--- config.mk ---
export PLATFORM = sky130hd
export DESIGN_NAME = usw_uart
export DESIGN_NICKNAME = d
export VERILOG_FILES = /design/src/rtl/usw_pkg.sv /design/src/rtl/usw_irda.sv /design/src/rtl/usw_baud.sv /design/src/rtl/usw_uart.sv
export SDC_FILE = /design/constraint.sdc
export NUM_CORES = 1
export LEC_CHECK = 0
export ABC_AREA = 0
export BUFFER_PORTS_ARGS = -buffer_cell sky130_fd_sc_hd__buf_2
export CAP_MARGIN = 20
export CORE_ASPECT_RATIO = 2
export CORE_UTILIZATION = 40
export DETAILED_ROUTE_END_ITERATION = 8
export GPL_TIMING_DRIVEN = 1
export SLEW_MARGIN = 25
export SYNTH_ARGS = -nofsm -noshare
export SYNTH_HDL_FRONTEND = slang
export SYNTH_SLANG_ARGS = --single-unit
--- constraint.sdc ---
create_clock -name clk_sys -period 2.8 [get_ports clk_sys]
set_input_delay 0.14 -clock clk_sys [delete_from_list [all_inputs] [get_ports clk_sys]]
set_output_delay 0.14 -clock clk_sys [all_outputs]
set_load 0.005 [all_outputs]
--- src/rtl/usw_pkg.sv ---
// usw_pkg: constants, register map and carrier types of the 8/9-bit serial
// channel with multiprocessor wakeup and infrared modem.
// assumes one 250 MHz system clock and an AXI4-Lite master for registers.
// Notes on behaviour
// - framing select 2'b10 gives 8-bit asynchronous frames.
// - 8-bit frames carry parity only when enabled; polarity picks even or odd.
// - framing select 2'b11 gives 9-bit frames, never any parity.
// - ninth transmit bit from mode register; received ninth bit into control register.
// - with wakeup gate set in 9-bit mode only ninth-bit-one frames interrupt.
// - receive errors sit in control register bits masked by 8'b00011100.
// - modulator sends a short high pulse per 0 bit, low for 1 bits.
// - pulse width choice 0 gives 3/16 bit, 1 gives 1/16 bit.
// - demodulator passes 0 only for pulses reaching minimum width, else 1.
// - receive polarity 0 treats high pulses as active, 1 low pulses.
// - disabled infrared transmit or receive ignores its input.
// - width code n qualifies 2(n+1) clocks plus 100 ns; code 0 not allowed, but the code accepts it and qualifies 2 clocks plus 100 ns.
// - the infrared path exists on serial channel zero only.
package usw_pkg;
  // register byte addresses
  localparam logic [4:0] ADDR_MODE = 5'h00;
  localparam logic [4:0] ADDR_CTRL = 5'h04;
  localparam logic [4:0] ADDR_BUF = 5'h08;
  localparam logic [4:0] ADDR_IR = 5'h0c;
  localparam logic [4:0] ADDR_BAUD = 5'h10;
  localparam logic [4:0] ADDR_STAT = 5'h14;
  // mode register fields
  localparam int MODE_TB8 = 7;
  localparam int MODE_RXE = 5;
  localparam int MODE_WU = 4;
  localparam int MODE_SM_LO = 2;
  localparam int MODE_SC_LO = 0;
  // control register fields
  localparam int CTRL_RB8 = 7;
  localparam int CTRL_EVEN = 6;
  localparam int CTRL_PE = 5;
  localparam int CTRL_OERR = 4;
  localparam int CTRL_PERR = 3;
  localparam int CTRL_FERR = 2;
  localparam logic [7:0] CTRL_ERR_MASK = 8'h1c;
  // infrared control fields
  localparam int IR_PULSE_WIDTH_CHOICE = 7;
  localparam int IR_RX_PULSE_POLARITY = 6;
  localparam int IR_TXON = 5;
  localparam int IR_RXON = 4;
  localparam logic [7:0] IR_RESET = 8'h00;
  localparam logic [7:0] MODE_RESET = 8'h00;
  localparam logic [7:0] CTRL_RESET = 8'h00;
  localparam logic [15:0] BAUD_RESET = 16'h0001;
  localparam logic [1:0] SM_8BIT = 2'b10;
  localparam logic [1:0] SM_9BIT = 2'b11;
  localparam logic [1:0] RESP_OKAY = 2'b00;
  localparam logic [1:0] RESP_SLVERR = 2'b10;
  // width qualification timing
  localparam int CLK_PERIOD_PS = 4000;
  localparam int WIDTH_EXTRA_NS = 100;
  localparam int WIDTH_EXTRA_CYC = (WIDTH_EXTRA_NS * 1000 + CLK_PERIOD_PS - 1) / CLK_PERIOD_PS;
  localparam int WIDTH_STEP_CYC = 2;
  localparam int OVS = 16;
  typedef struct packed {
    logic [1:0] framing;
    logic parity_on;
    logic parity_odd;
    logic tx_ninth_bit;
  } usw_frame_cfg_t;
  typedef struct packed {
    logic pulse_width_choice;
    logic rx_pulse_polarity;
    logic ir_transmit_on;
    logic ir_receive_on;
    logic [3:0] rx_min_width_code;
  } usw_ir_cfg_t;
  // parity of a byte, xor reduced
  function automatic logic usw_par(input logic [7:0] d, input logic odd);
    return (^d) ^ odd;
  endfunction
endpackage

--- src/rtl/usw_irda.sv ---
// usw_irda: infrared modulator and demodulator for serial channel zero.
// assumes tick16 is a one-cycle pulse at sixteen times the bit rate.
`timescale 1ns/100ps
module usw_irda (
  input wire logic clk_sys,
  input wire logic reset_n,
  input wire usw_pkg::usw_ir_cfg_t cfg,
  input wire logic tick16,
  input wire logic tx_serial,
  input wire logic ir_in_sync,
  output logic ir_out,
  output logic rx_serial
);
  import usw_pkg::*;
  logic [3:0] ph_r, ph_nxt, rph_r, rph_nxt;
  logic ir_out_r, ir_out_nxt;
  logic prev_tx_r, prev_tx_nxt;
  logic [7:0] wcnt_r, wcnt_nxt;
  logic rx_r, rx_nxt;
  logic [7:0] need;
  logic active;

  // phase counter restarts at each bit edge of the serial stream
  always_comb begin
    ph_nxt = ph_r;
    prev_tx_nxt = tx_serial;
    ir_out_nxt = 1'b0;
    if (tx_serial != prev_tx_r) begin
      ph_nxt = 4'h0;
    end else if (tick16) begin
      ph_nxt = ph_r + 4'h1;
    end
    if (cfg.ir_transmit_on && !tx_serial) begin
      ir_out_nxt = cfg.pulse_width_choice ? (ph_nxt == 4'h0) : (ph_nxt < 4'h3);
    end
  end

  // minimum width: 2 clocks per code step plus one step, then the 100 ns allowance
  assign need = 8'(WIDTH_STEP_CYC) * ({4'h0, cfg.rx_min_width_code} + 8'h01) +
    8'(WIDTH_EXTRA_CYC);
  assign active = cfg.rx_pulse_polarity ? !ir_in_sync : ir_in_sync;

  // stretch a qualified pulse to one whole bit so the receiver samples it;
  // own phase, as the transmit phase has no relation to incoming bits
  always_comb begin
    wcnt_nxt = wcnt_r;
    rx_nxt = rx_r;
    rph_nxt = tick16 ? rph_r + 4'h1 : rph_r;
    if (!cfg.ir_receive_on) begin
      wcnt_nxt = 8'h00;
      rx_nxt = 1'b1;
    end else if (active) begin
      if (wcnt_r != 8'hff) wcnt_nxt = wcnt_r + 8'h01;
      if (wcnt_nxt >= need) begin
        rx_nxt = 1'b0;
        rph_nxt = 4'h0;
      end
    end else begin
      wcnt_nxt = 8'h00;
      if (tick16 && rph_r == 4'hf) rx_nxt = 1'b1;
    end
  end

  always_ff @(posedge clk_sys or negedge reset_n) begin
    if (!reset_n) begin
      ph_r <= 4'h0;
      prev_tx_r <= 1'b1;
      ir_out_r <= 1'b0;
      wcnt_r <= 8'h00;
      rph_r <= 4'h0;
      rx_r <= 1'b1;
    end else begin
      ph_r <= ph_nxt;
      prev_tx_r <= prev_tx_nxt;
      ir_out_r <= ir_out_nxt;
      wcnt_r <= wcnt_nxt;
      rph_r <= rph_nxt;
      rx_r <= rx_nxt;
    end
  end
  assign ir_out = ir_out_r;
  assign rx_serial = rx_r;
endmodule

--- src/rtl/usw_baud.sv ---
// usw_baud: baud rate generator giving a sixteen-times oversampling tick.
// assumes divisor written by software, zero treated as one.
`timescale 1ns/100ps
module usw_baud (
  input wire logic clk_sys,
  input wire logic reset_n,
  input wire logic [15:0] divisor,
  output logic tick16
);
  logic [15:0] cnt_r, cnt_nxt;
  logic tick_r, tick_nxt;

  // count down, reload on one or zero
  always_comb begin
    tick_nxt = 1'b0;
    cnt_nxt = cnt_r - 16'h0001;
    if (cnt_r == 16'h0000 || cnt_r == 16'h0001) begin
      cnt_nxt = divisor;
      tick_nxt = 1'b1;
    end
  end
  always_ff @(posedge clk_sys or negedge reset_n) begin
    if (!reset_n) begin
      cnt_r <= 16'h0000;
      tick_r <= 1'b0;
    end else begin
      cnt_r <= cnt_nxt;
      tick_r <= tick_nxt;
    end
  end
  assign tick16 = tick_r;
endmodule

--- src/rtl/usw_uart.sv ---
// usw_uart: serial channel zero with 8/9-bit asynchronous framing, wakeup
// gating, infrared modem and an AXI4-Lite register slave.
// assumes rxd_pin and ir_rx_pin are asynchronous and synchronised here.
`timescale 1ns/100ps
module usw_uart (
  input wire logic clk_sys,
  input wire logic reset_n,
  input wire logic [4:0] s_axi_awaddr,
  input wire logic s_axi_awvalid,
  output logic s_axi_awready,
  input wire logic [31:0] s_axi_wdata,
  input wire logic [3:0] s_axi_wstrb,
  input wire logic s_axi_wvalid,
  output logic s_axi_wready,
  output logic [1:0] s_axi_bresp,
  output logic s_axi_bvalid,
  input wire logic s_axi_bready,
  input wire logic [4:0] s_axi_araddr,
  input wire logic s_axi_arvalid,
  output logic s_axi_arready,
  output logic [31:0] s_axi_rdata,
  output logic [1:0] s_axi_rresp,
  output logic s_axi_rvalid,
  input wire logic s_axi_rready,
  input wire logic rxd_pin,
  output logic txd_out,
  output logic txd_oe,
  input wire logic ir_rx_pin,
  output logic ir_tx_out,
  output logic receive_irq,
  output logic transmit_irq
);
  import usw_pkg::*;

  typedef enum logic [1:0] {
    ST_IDLE = 2'b00,
    ST_SHIFT = 2'b01
  } usw_state_t;

  // registers
  logic [7:0] serial_mode_reg_r, serial_mode_reg_nxt;
  logic [7:0] serial_control_reg_r, serial_control_reg_nxt, ctrl_rx_nxt;
  logic [7:0] infrared_control_r, infrared_control_nxt;
  logic [15:0] baud_div_r, baud_div_nxt;
  logic [7:0] rx_buf_r, rx_buf_nxt;
  logic rx_full_r, rx_full_nxt;
  logic open_drain_r, open_drain_nxt;
  // bus state
  logic aw_got_r, aw_got_nxt, w_got_r, w_got_nxt;
  logic [4:0] aw_addr_r, aw_addr_nxt;
  logic [31:0] w_data_r, w_data_nxt;
  logic [3:0] w_strb_r, w_strb_nxt;
  logic bvalid_r, bvalid_nxt, rvalid_r, rvalid_nxt;
  logic [1:0] bresp_r, bresp_nxt, rresp_r, rresp_nxt;
  logic [31:0] rdata_r, rdata_nxt;
  // transmitter and receiver
  usw_state_t tx_st_r, tx_st_nxt, rx_st_r, rx_st_nxt;
  logic [10:0] tx_sh_r, tx_sh_nxt;
  logic [3:0] tx_bits_r, tx_bits_nxt, tx_ph_r, tx_ph_nxt;
  logic [3:0] rx_bits_r, rx_bits_nxt, rx_ph_r, rx_ph_nxt;
  logic [9:0] rx_sh_r, rx_sh_nxt;
  logic tx_pend_r, tx_pend_nxt;
  logic [7:0] tx_data_r, tx_data_nxt;
  logic rx_irq_r, rx_irq_nxt, tx_irq_r, tx_irq_nxt;
  logic [1:0] rxd_sy_r, ir_sy_r;
  logic tick16, ir_rx_serial, ser_in, ser_out;
  usw_frame_cfg_t fcfg;
  usw_ir_cfg_t icfg;
  logic wr_fire, rd_fire, wr_buf, rd_buf, ir_mode;
  logic [3:0] frame_len;

  // two-flop synchronisers for the pins
  always_ff @(posedge clk_sys or negedge reset_n) begin
    if (!reset_n) begin
      rxd_sy_r <= 2'b11;
      ir_sy_r <= 2'b00;
    end else begin
      rxd_sy_r <= {rxd_sy_r[0], rxd_pin};
      ir_sy_r <= {ir_sy_r[0], ir_rx_pin};
    end
  end

  assign fcfg.framing = serial_mode_reg_r[MODE_SM_LO +: 2];
  assign fcfg.parity_on = serial_control_reg_r[CTRL_PE];
  assign fcfg.parity_odd = !serial_control_reg_r[CTRL_EVEN];
  assign fcfg.tx_ninth_bit = serial_mode_reg_r[MODE_TB8];
  assign icfg = infrared_control_r;
  // modem sits in the path only while one of its enables is on
  assign ir_mode = icfg.ir_transmit_on || icfg.ir_receive_on;
  assign ser_in = icfg.ir_receive_on ? ir_rx_serial : rxd_sy_r[1];
  // data bits after start: 8, plus parity or ninth bit
  assign frame_len = (fcfg.framing == SM_9BIT || fcfg.parity_on) ? 4'd9 : 4'd8;

  usw_baud u_baud (
    .clk_sys(clk_sys),
    .reset_n(reset_n),
    .divisor(baud_div_r),
    .tick16(tick16)
  );

  usw_irda u_irda (
    .clk_sys(clk_sys),
    .reset_n(reset_n),
    .cfg(icfg),
    .tick16(tick16),
    .tx_serial(ser_out),
    .ir_in_sync(ir_sy_r[1]),
    .ir_out(ir_tx_out),
    .rx_serial(ir_rx_serial)
  );

  // axi write and read channel handshakes
  assign s_axi_awready = !aw_got_r && !bvalid_r;
  assign s_axi_wready = !w_got_r && !bvalid_r;
  assign s_axi_arready = !rvalid_r;
  assign wr_fire = aw_got_r && w_got_r && !bvalid_r;
  assign rd_fire = s_axi_arvalid && !rvalid_r;
  assign wr_buf = wr_fire && aw_addr_r == ADDR_BUF && w_strb_r[0];
  assign rd_buf = rd_fire && s_axi_araddr == ADDR_BUF;

  // register file, bus slave and transmit request
  always_comb begin
    aw_got_nxt = aw_got_r;
    w_got_nxt = w_got_r;
    aw_addr_nxt = aw_addr_r;
    w_data_nxt = w_data_r;
    w_strb_nxt = w_strb_r;
    bvalid_nxt = bvalid_r && !s_axi_bready;
    bresp_nxt = bresp_r;
    rvalid_nxt = rvalid_r && !s_axi_rready;
    rresp_nxt = rresp_r;
    rdata_nxt = rdata_r;
    serial_mode_reg_nxt = serial_mode_reg_r;
    serial_control_reg_nxt = ctrl_rx_nxt;
    infrared_control_nxt = infrared_control_r;
    baud_div_nxt = baud_div_r;
    open_drain_nxt = open_drain_r;
    tx_pend_nxt = tx_pend_r;
    tx_data_nxt = tx_data_r;
    if (s_axi_awvalid && s_axi_awready) begin
      aw_got_nxt = 1'b1;
      aw_addr_nxt = s_axi_awaddr;
    end
    if (s_axi_wvalid && s_axi_wready) begin
      w_got_nxt = 1'b1;
      w_data_nxt = s_axi_wdata;
      w_strb_nxt = s_axi_wstrb;
    end
    if (wr_fire) begin
      aw_got_nxt = 1'b0;
      w_got_nxt = 1'b0;
      bvalid_nxt = 1'b1;
      bresp_nxt = RESP_OKAY;
      unique case (aw_addr_r)
        ADDR_MODE: if (w_strb_r[0]) serial_mode_reg_nxt = w_data_r[7:0];
        ADDR_CTRL: if (w_strb_r[0]) begin
          // only parity controls are writable; status bits stay hardware-owned
          serial_control_reg_nxt[CTRL_EVEN] = w_data_r[CTRL_EVEN];
          serial_control_reg_nxt[CTRL_PE] = w_data_r[CTRL_PE];
        end
        ADDR_BUF: if (w_strb_r[0]) begin
          tx_data_nxt = w_data_r[7:0];
          tx_pend_nxt = 1'b1;
        end
        ADDR_IR: if (w_strb_r[0]) infrared_control_nxt = w_data_r[7:0];
        ADDR_BAUD: begin
          if (w_strb_r[0]) baud_div_nxt[7:0] = w_data_r[7:0];
          if (w_strb_r[1]) baud_div_nxt[15:8] = w_data_r[15:8];
          if (w_strb_r[2]) open_drain_nxt = w_data_r[16];
        end
        ADDR_STAT: ;
        default: bresp_nxt = RESP_SLVERR;
      endcase
    end
    if (rd_fire) begin
      rvalid_nxt = 1'b1;
      rresp_nxt = RESP_OKAY;
      rdata_nxt = 32'h0000_0000;
      unique case (s_axi_araddr)
        ADDR_MODE: rdata_nxt[7:0] = serial_mode_reg_r;
        ADDR_CTRL: rdata_nxt[7:0] = serial_control_reg_r;
        ADDR_BUF: rdata_nxt[7:0] = rx_buf_r;
        ADDR_IR: rdata_nxt[7:0] = infrared_control_r;
        ADDR_BAUD: rdata_nxt[16:0] = {open_drain_r, baud_div_r};
        ADDR_STAT: rdata_nxt[2:0] = {tx_st_r == ST_SHIFT, tx_pend_r, rx_full_r};
        default: rresp_nxt = RESP_SLVERR;
      endcase
    end
    if (tx_st_r == ST_IDLE && tx_pend_r && tick16) tx_pend_nxt = wr_buf;
  end

  // transmitter: start, data lsb first, parity or ninth bit, stop
  always_comb begin
    tx_st_nxt = tx_st_r;
    tx_sh_nxt = tx_sh_r;
    tx_bits_nxt = tx_bits_r;
    tx_ph_nxt = tx_ph_r;
    tx_irq_nxt = 1'b0;
    unique case (tx_st_r)
      ST_IDLE: if (tx_pend_r && tick16) begin
        tx_st_nxt = ST_SHIFT;
        tx_ph_nxt = 4'h0;
        tx_bits_nxt = frame_len + 4'd2;
        tx_sh_nxt = {1'b1, tx_data_r[0] ^ 1'b0, 9'h000};
        if (fcfg.framing == SM_9BIT) begin
          tx_sh_nxt = {1'b1, fcfg.tx_ninth_bit, tx_data_r, 1'b0};
        end else if (fcfg.parity_on) begin
          tx_sh_nxt = {1'b1, usw_par(tx_data_r, fcfg.parity_odd), tx_data_r, 1'b0};
        end else begin
          tx_sh_nxt = {2'b11, tx_data_r, 1'b0};
        end
      end
      ST_SHIFT: if (tick16) begin
        tx_ph_nxt = tx_ph_r + 4'h1;
        if (tx_ph_r == 4'hf) begin
          tx_sh_nxt = {1'b1, tx_sh_r[10:1]};
          tx_bits_nxt = tx_bits_r - 4'd1;
          if (tx_bits_r == 4'd1) begin
            tx_st_nxt = ST_IDLE;
            tx_irq_nxt = 1'b1;
          end
        end
      end
      default: tx_st_nxt = ST_IDLE;
    endcase
  end
  assign ser_out = (tx_st_r == ST_SHIFT) ? tx_sh_r[0] : 1'b1;
  // with the modem on, the wire pin idles high
  assign txd_out = ir_mode ? 1'b1 : ser_out;
  assign txd_oe = open_drain_r ? !txd_out : 1'b1;

  // receiver: sample mid-bit, frame check, error flags, wakeup gate
  always_comb begin
    rx_st_nxt = rx_st_r;
    rx_sh_nxt = rx_sh_r;
    rx_bits_nxt = rx_bits_r;
    rx_ph_nxt = rx_ph_r;
    rx_buf_nxt = rx_buf_r;
    rx_full_nxt = rx_full_r;
    rx_irq_nxt = 1'b0;
    ctrl_rx_nxt = serial_control_reg_r;
    if (rd_buf) begin
      rx_full_nxt = 1'b0;
      ctrl_rx_nxt[CTRL_OERR] = 1'b0;
      ctrl_rx_nxt[CTRL_PERR] = 1'b0;
      ctrl_rx_nxt[CTRL_FERR] = 1'b0;
    end
    unique case (rx_st_r)
      ST_IDLE: if (tick16 && !ser_in && serial_mode_reg_r[MODE_RXE]) begin
        rx_st_nxt = ST_SHIFT;
        rx_ph_nxt = 4'h1;
        rx_bits_nxt = frame_len + 4'd2; // start shifts out when frame_len is 9, stop lands in bit 9
      end
      ST_SHIFT: if (tick16) begin
        rx_ph_nxt = rx_ph_r + 4'h1;
        if (rx_ph_r == 4'h7) begin
          rx_sh_nxt = {ser_in, rx_sh_r[9:1]};
          rx_bits_nxt = rx_bits_r - 4'd1;
          if (rx_bits_r == 4'd1) begin
            rx_st_nxt = ST_IDLE;
            // stop bit in rx_sh_nxt[9]; shorter frames left-align below
            if (!(fcfg.framing == SM_9BIT && serial_mode_reg_r[MODE_WU] && !rx_sh_nxt[8])) begin
              rx_irq_nxt = 1'b1;
              rx_full_nxt = 1'b1;
              ctrl_rx_nxt[CTRL_OERR] = rx_full_r;
              ctrl_rx_nxt[CTRL_FERR] = !rx_sh_nxt[9];
              if (frame_len == 4'd9) begin
                rx_buf_nxt = rx_sh_nxt[7:0];
                ctrl_rx_nxt[CTRL_RB8] = rx_sh_nxt[8];
                ctrl_rx_nxt[CTRL_PERR] = fcfg.framing != SM_9BIT &&
                  usw_par(rx_sh_nxt[7:0], fcfg.parity_odd) != rx_sh_nxt[8];
              end else begin
                rx_buf_nxt = rx_sh_nxt[8:1];
                ctrl_rx_nxt[CTRL_PERR] = 1'b0;
              end
            end
          end
        end
      end
      default: rx_st_nxt = ST_IDLE;
    endcase
  end

  always_ff @(posedge clk_sys or negedge reset_n) begin
    if (!reset_n) begin
      aw_got_r <= 1'b0;
      w_got_r <= 1'b0;
      aw_addr_r <= 5'h00;
      w_data_r <= 32'h0000_0000;
      w_strb_r <= 4'h0;
      bvalid_r <= 1'b0;
      bresp_r <= 2'b00;
      rvalid_r <= 1'b0;
      rresp_r <= 2'b00;
      rdata_r <= 32'h0000_0000;
      serial_mode_reg_r <= MODE_RESET;
      serial_control_reg_r <= CTRL_RESET;
      infrared_control_r <= IR_RESET;
      baud_div_r <= BAUD_RESET;
      open_drain_r <= 1'b0;
      tx_pend_r <= 1'b0;
      tx_data_r <= 8'h00;
      tx_st_r <= ST_IDLE;
      tx_sh_r <= 11'h7ff;
      tx_bits_r <= 4'h0;
      tx_ph_r <= 4'h0;
      tx_irq_r <= 1'b0;
      rx_st_r <= ST_IDLE;
      rx_sh_r <= 10'h000;
      rx_bits_r <= 4'h0;
      rx_ph_r <= 4'h0;
      rx_buf_r <= 8'h00;
      rx_full_r <= 1'b0;
      rx_irq_r <= 1'b0;
    end else begin
      aw_got_r <= aw_got_nxt;
      w_got_r <= w_got_nxt;
      aw_addr_r <= aw_addr_nxt;
      w_data_r <= w_data_nxt;
      w_strb_r <= w_strb_nxt;
      bvalid_r <= bvalid_nxt;
      bresp_r <= bresp_nxt;
      rvalid_r <= rvalid_nxt;
      rresp_r <= rresp_nxt;
      rdata_r <= rdata_nxt;
      serial_mode_reg_r <= serial_mode_reg_nxt;
      serial_control_reg_r <= serial_control_reg_nxt;
      infrared_control_r <= infrared_control_nxt;
      baud_div_r <= baud_div_nxt;
      open_drain_r <= open_drain_nxt;
      tx_pend_r <= tx_pend_nxt;
      tx_data_r <= tx_data_nxt;
      tx_st_r <= tx_st_nxt;
      tx_sh_r <= tx_sh_nxt;
      tx_bits_r <= tx_bits_nxt;
      tx_ph_r <= tx_ph_nxt;
      tx_irq_r <= tx_irq_nxt;
      rx_st_r <= rx_st_nxt;
      rx_sh_r <= rx_sh_nxt;
      rx_bits_r <= rx_bits_nxt;
      rx_ph_r <= rx_ph_nxt;
      rx_buf_r <= rx_buf_nxt;
      rx_full_r <= rx_full_nxt;
      rx_irq_r <= rx_irq_nxt;
    end
  end

  assign s_axi_bvalid = bvalid_r;
  assign s_axi_bresp = bresp_r;
  assign s_axi_rvalid = rvalid_r;
  assign s_axi_rresp = rresp_r;
  assign s_axi_rdata = rdata_r;
  assign receive_irq = rx_irq_r;
  assign transmit_irq = tx_irq_r;
endmodule

==> flow_summary.json, run 1 <==
{
  "cp_max_fo": 5,
  "cts_root_buffer": "clkbuf_16",
  "fillers": 1960,
  "cts_buffer_depth": 2,
  "grt_use_total_pct": 19.0,
  "grt_use_met2_pct": 35.5,
  "diodes": 0,
  "yosys_register_bits": 184,
  "synthFlopType": "dfrtp_1",
  "tritoncts": "done",
  "clk_latency_ns": 0.44,
  "finalMaxSlewViolations": 0,
  "fin_cells": 1135,
  "rows": 75,
  "wl_per_cell_um": 17.2,
  "min_period_ns": 2.53,
  "area_growth_pct": 18.1,
  "clk_pin_slew_ns": 0.07,
  "tns_ns": 0,
  "synth.cell_area_mm2": 0.00867,
  "hold_violations": 0,
  "place_hpwl_um": 14400,
  "hp-class": "input pin to flop",
  "vias_per_cell": 5.20,
  "die_y_um": 210,
  "drt-total-wl_um": 19500,
  "start_kind": "flop",
  "leakagePower_nw": 4.71,
  "antenna_found_initial": 0,
  "grt_max_degree": 76,
  "irDropWorstVdd_mv": 0.573,
  "critPathCaptureType": "flop",
  "slew-limit-headroom_pct": 46.0,
  "p_per_area_mw_per_mm2": 770,
  "met1_usage_pct": 19.9,
  "synth_top_area_share_pct": 48.8,
  "drc": 0,
  "ant_nets": 0,
  "die_area_mm2": 0.0223,
  "overflow": 0,
  "die_x_um": 106,
  "grt_pass1_wl_um": 32200,
  "yosys_warnings": 0,
  "final_nets": 927,
  "final_util_pct": 48.5,
  "status": "completed",
  "core_area_mm2": 0.0211,
  "cts_max_level": 4,
  "critPathKind": "flop to flop",
  "worstPathArrival_ns": 2.90,
  "cp.required_ns": 3.17,
  "fin_skew_ns": 0.00853,
  "drt_iter0_markers": 245,
  "portBuffers": 67,
  "synth_commonest_cells": "dfrtp_1, nand2_1, mux2_2",
  "async_reset_ff_share_pct": 100,
  "fmax_mhz": 395,
  "yosysMostFrequentCell": "dfrtp_1",
  "ys_top_cells_by_area": "dfrtp_1, mux2_2, dfstp_2",
  "grt_pass1_vias": 6254,
  "fin_crit_sh_pct": 90.5,
  "synth_top_area_cell": "dfrtp_1",
  "synth_cells": 746,
  "ioPinCount": 101,
  "dr.pass1.iters": 4,
  "start_util_pct": 41.0,
  "cts.sinks": 184,
  "placed_cells": 1073,
  "tightest_slew_ns": 0.789,
  "grt_busiest_layer": "met2",
  "via_count": 5899,
  "seq_area_frac_synth_pct": 53.3,
  "drv_cap": 0,
  "syn_area_per_cell_um2": 11.6,
  "setup_violations": 0,
  "synth_enable_flop_cells": 0,
  "grt_util_met3_pct": 3.46,
  "gp_congestion": 0.789,
  "cts_buffers": 17,
  "ys_types": 67,
  "layout-drive-gt1-share_pct": 24.9,
  "power.total_mw": 7.89
}
==> metrics by stage <==
stage	instance area [um^2]	setup WS [ns]	hold WS, ns
after floorplan	8730	0.512	-0.156
after global placement	9300	0.295	0.204
after detailed placement	9300	0.264	0.200
after CTS	10200	0.203	0.0591
after global routing	10200	-0.00425	0.0878
final	10200	0.267	0.0747
==> area by class of cell <==
cell class / count / area, um^2 / area share (%)
clock inverter: 13 / 195 / 1.91
clock buffer: 19 / 433 / 4.23
inverter: 17 / 63.8 / 0.623
sequential: 184 / 4620 / 45.2
timing repair buffer: 114 / 785 / 7.66
multi-input combinational: 519 / 3800 / 37.1
tap: 269 / 337 / 3.29
==> state kept, by name (all words and copies together), names as in the netlist, 9 cells and up <==
signal / count
s_axi_rdata: 17
w_data_r: 17
baud_div_r: 16
u_baud.cnt_r: 16
tx_sh_r: 10
rx_sh_r: 9
==> metal layers <==
metal | vias up | wire length [um]
met5 | - | 0
met4 | 0 | 807
met3 | 39 | 509
met2 | 120 | 10900
met1 | 2918 | 7310
li1 | 2822 | -
==> worst paths after layout <==
| check | start | to | slack [ns] | cells past startpoint |
|---|---|---|---|---|
| worst max-delay path | u_irda.wcnt_r[0]$_DFF_PN0_ | u_irda.rph_r[2]$_DFF_PN0_ | 0.27 | 10 |
| worst min-delay path | s_axi_araddr[1] | s_axi_rresp[1]$_DFFE_PN0P_ | 0.07 | 3 |
| worst max register to register | u_irda.wcnt_r[0]$_DFF_PN0_ | u_irda.rph_r[2]$_DFF_PN0_ | 0.27 | 10 |
| worst min register to register | ir_sy_r[0]$_DFF_PN0_ | ir_sy_r[1]$_DFF_PN0_ | 0.35 | 0 |
| max in group asynchronous | reset_n | w_data_r[12]$_DFFE_PN0P_ | 1.61 | 3 |
| min in group asynchronous | reset_n | rx_sh_r[4]$_DFFE_PN0P_ | 0.27 | 2 |
==> timing repair <==
item | 4_1_cts | 5_1_grt
buffers inserted | 0 | 0
hold buffers | 30 | 0
hold endpoints to repair | 89 | 0
resized for setup | 0 | 2
setup endpoints to repair | 0 | 5
==> cells by family (layout without fill, tap and decap cells) <==
| family | count (synthesis) | in the layout | share of synthesized area (%) |
|---|---|---|---|
| AOI/OAI and AO/OA | 120 | 120 | 9.05 |
| xor gates and xnor gates | 45 | 45 | 4.71 |
| adders and majority gates | 19 | 19 | 2.74 |
| buffers and inverters | 59 | 163 | 3.75 |
| DFF | 184 | 184 | 53.3 |
| muxes | 101 | 101 | 12.8 |
| other | 1 | 17 | 0.0433 |
| and+or+nand+nor | 217 | 217 | 13.5 |
==> cell usage in the layout (no fill, tap or decap), types with 9 or more instances in the layout <==
| cell type | instances |
|---|---|
| dfstp_2 | 15 |
| a22oi_1 | 9 |
| mux2i_1 | 20 |
| nand2_1 | 80 |
| ha_1 | 19 |
| buf_2 | 66 |
| mux2_1 | 18 |
| mux2_2 | 63 |
| a21o_1 | 9 |
| a21oi_1 | 13 |
| o21ai_0 | 21 |
| inv_1 | 16 |
| clkbuf_16 | 17 |
| buf_4 | 16 |
| nor2_1 | 39 |
| o21ai_1 | 24 |
| xor2_1 | 12 |
| xnor2_1 | 32 |
| nand3_1 | 21 |
| dlygate4sd3_1 | 30 |
| a31oi_1 | 9 |
| nor2b_1 | 12 |
| dfrtp_1 | 169 |
| conb_1 | 17 |
==> where the power goes <==
group	switching [mW]	leakage (nW)	internal [mW]
logic	0.660	2.04	0.817
registers	0.625	2.38	3.22
clock network	1.05	0.300	1.51
total	2.34	4.71	5.55
==> critical path, cell delays in order, from the launching register on <==
cell	delay, ns
dfrtp_1	0.40
ha_1	0.24
and2_1	0.19
nand3_1	0.18
nand4_1	0.14
xnor2_1	0.27
ha_1	0.31
a21o_1	0.17
a221oi_2	0.27
a31oi_2	0.17
nor2_1	0.12
(Power assumes the default switching activity.)
==> run 2: changes to the inputs <==
--- a/config.mk
+++ b/config.mk
@@ -8,7 +8,6 @@
 export ABC_AREA = 0
 export BUFFER_PORTS_ARGS = -buffer_cell sky130_fd_sc_hd__buf_2
 export CAP_MARGIN = 20
-export CORE_ASPECT_RATIO = 2
 export CORE_UTILIZATION = 40
 export DETAILED_ROUTE_END_ITERATION = 8
 export GPL_TIMING_DRIVEN = 1
==> constraint.sdc (replaced) <==
create_clock -name clk_sys -period 2.8 [get_ports clk_sys]
set_input_delay 0.28 -clock clk_sys [delete_from_list [all_inputs] [get_ports clk_sys]]
set_output_delay 0.28 -clock clk_sys [all_outputs]
set_load 0.005 [all_outputs]
==> run 2 against run 1 <==
Net effect:
- clock skew increased by 0.012 ns
- highest routed layer unchanged
- worst setup slack gained 0.012 ns
- first-iteration DRC count is 37% higher
- maximum frequency increased by 0.46%
- worst hold slack got worse by 0.049 ns
- count of clock-buffer cells in the layout down 1
- cell count decreased by 2.0%
- clock power fell by 7.8%
- routed wire length decreased by 6.3%
- sequential share of layout area rose by 1.5 points
- sequential power hardly changed
- utilization down 1.7 points
==> flow_summary.json, run 2 (synthesis results as in run 1) <==
{
  "area_growth_pct": 14.3,
  "start_kind": "flop",
  "overflow": 0,
  "slew-limit-headroom_pct": 35.4,
  "die_x_um": 149,
  "final_cell_mix": "dfrtp_1, nand2_1, buf_2",
  "layout-drive-gt1-share_pct": 25.7,
  "power.internal_mw": 5.29,
  "cts_buffer_depth": 2,
  "fin_skew_ns": 0.0203,
  "crit_family": "simple AND/OR/NAND/NOR gates",
  "start_util_pct": 41.0,
  "hold_violations": 0,
  "cp.required_ns": 3.11,
  "grt_pass1_wl_um": 30000,
  "p_per_area_mw_per_mm2": 772,
  "dr.pass1.iters": 5,
  "cp_max_fo": 5,
  "cts_max_level": 4,
  "cp_cell_sequence": "ha_1 > and2_1 > nand3_1 > nand4_1 > xnor2_1 > ha_1 > nand3_1 > or2_2 > a31oi_1 > nor2_1",
  "power_switching_mw": 2.36,
  "hp-class": "input pin to flop",
  "fin_crit_sh_pct": 90.0,
  "via_count": 5675,
  "grt_use_total_pct": 17.6,
  "slowest_delay_ns": 0.40,
  "met2_length_um": 8690,
  "pwr-share-clk_pct": 30.8,
  "ant_nets": 0,
  "diodes": 0,
  "final_nets": 898,
  "cts.sinks": 184,
  "power.total_mw": 7.64,
  "leakagePower_nw": 4.57,
  "rsz0062_at_grt": "false",
  "drv_cap": 0,
  "core_area_mm2": 0.0212,
  "wl_met3_um": 544,
  "p_sw_share_pct": 30.8,
  "wl_met1_um": 8740,
  "grt_max_degree": 72,
  "tritoncts": "done",
  "grt_pass1_vias": 5493,
  "ioPinCount": 101,
  "vias_per_cell": 5.10,
  "gp_congestion": 0.787,
  "min_period_ns": 2.52,
  "drt_iter0_markers": 336,
  "cts_setup_buffers": 0,
  "status": "completed",
  "wl_per_cell_um": 16.4,
  "irDropWorstVdd_mv": 0.403,
  "worstPathArrival_ns": 2.83,
  "crit_buf_inv": 0,
  "cts_root_buffer": "clkbuf_16",
  "antenna_found_initial": 0,
  "rows": 53,
  "tightest_slew_ns": 0.944,
  "placed_cells": 1077,
  "pwr-share-seq_pct": 50.2,
  "fin_cells": 1112,
  "hold_slack_ns": 0.0258,
  "crit_slowest_cell": "dfrtp_1",
  "fillers": 1955,
  "portBuffers": 67,
  "fmax_mhz": 397,
  "tns_ns": 0,
  "drt-total-wl_um": 18300,
  "place_hpwl_um": 13100,
  "critPathKind": "flop to flop",
  "clk_latency_ns": 0.43,
  "setup_violations": 0,
  "critPathCaptureType": "flop",
  "die_y_um": 149,
  "clk_pin_slew_ns": 0.07,
  "final_common_cell": "dfrtp_1",
  "die_area_mm2": 0.0223,
  "top_layer": "met4",
  "p_comb_share_pct": 18.9,
  "drc": 0,
  "finalMaxSlewViolations": 0,
  "cts_buffers": 17
}
-- run 2: through the flow --
step | utilization [%] | setup WS [ns] | cell area (um^2)
global placement | 43.9 | 0.294 | 9290
floorplan | - | 0.512 | 8730
global route | 46.8 | 0.0581 | 9900
detailed placement | 43.9 | 0.236 | 9290
finish | 46.8 | 0.279 | 9900
CTS | 46.8 | 0.215 | 9900
-- run 2: area by class of cell --
| cell class | count | area, um^2 | area share [%] |
|---|---|---|---|
| repair buffers | 85 | 499 | 5.04 |
| clock inverters | 14 | 140 | 1.41 |
| multi-input cells | 519 | 3790 | 38.3 |
| well taps | 275 | 344 | 3.47 |
| flip-flops and latches | 184 | 4620 | 46.7 |
| clock buffers | 18 | 439 | 4.43 |
| inverters | 17 | 63.8 | 0.644 |
-- run 2: what timing repair did --
action,in CTS,in global routing
endpoints found under the hold margin,62,0
hold buffers,3,0
setup endpoints to repair,0,1
resized for setup,0,1
-- run 2: power by group through the flow --
stage               clock network [mW]  logic (mW)  registers, mW
floorplan                            0        1.13           3.66
global placement                     0        1.43           3.87
detailed placement                   0        1.47           3.88
CTS                               2.42        1.48           3.84
global route                      2.52        1.65           3.92
finish                            2.36        1.45           3.84
-- run 2: worst paths after layout --
kind	startpoint	endpoint	slack (ns)	cells after the start
max	u_irda.wcnt_r[0]$_DFF_PN0_	u_irda.rph_r[1]$_DFF_PN0_	0.28	10
min	s_axi_rready	s_axi_rvalid$_DFF_PN0_	0.03	2
max reg2reg	u_irda.wcnt_r[0]$_DFF_PN0_	u_irda.rph_r[1]$_DFF_PN0_	0.28	10
min reg2reg	ir_sy_r[0]$_DFF_PN0_	ir_sy_r[1]$_DFF_PN0_	0.35	0
max in group asynchronous	reset_n	s_axi_rdata[9]$_DFFE_PN0P_	1.60	3
min in group asynchronous	reset_n	rx_ph_r[2]$_DFFE_PN0P_	0.43	2
-- run 2: layer usage --
layer / global-route usage, % / up-vias
li1: - / 2777
met1: 24.2 / 2795
met2: 27.5 / 91
met3: 3.49 / 12
met4: 6.48 / 0
met5: 0 / -
-- run 2: worst reg2reg max path, cell delays in order, from the launching register on --
cell and delay, ns:
dfrtp_1 0.40, ha_1 0.24, and2_1 0.18, nand3_1 0.17, nand4_1 0.14, xnor2_1 0.16, ha_1 0.32, nand3_1 0.10
or2_2 0.32, a31oi_1 0.28, nor2_1 0.09
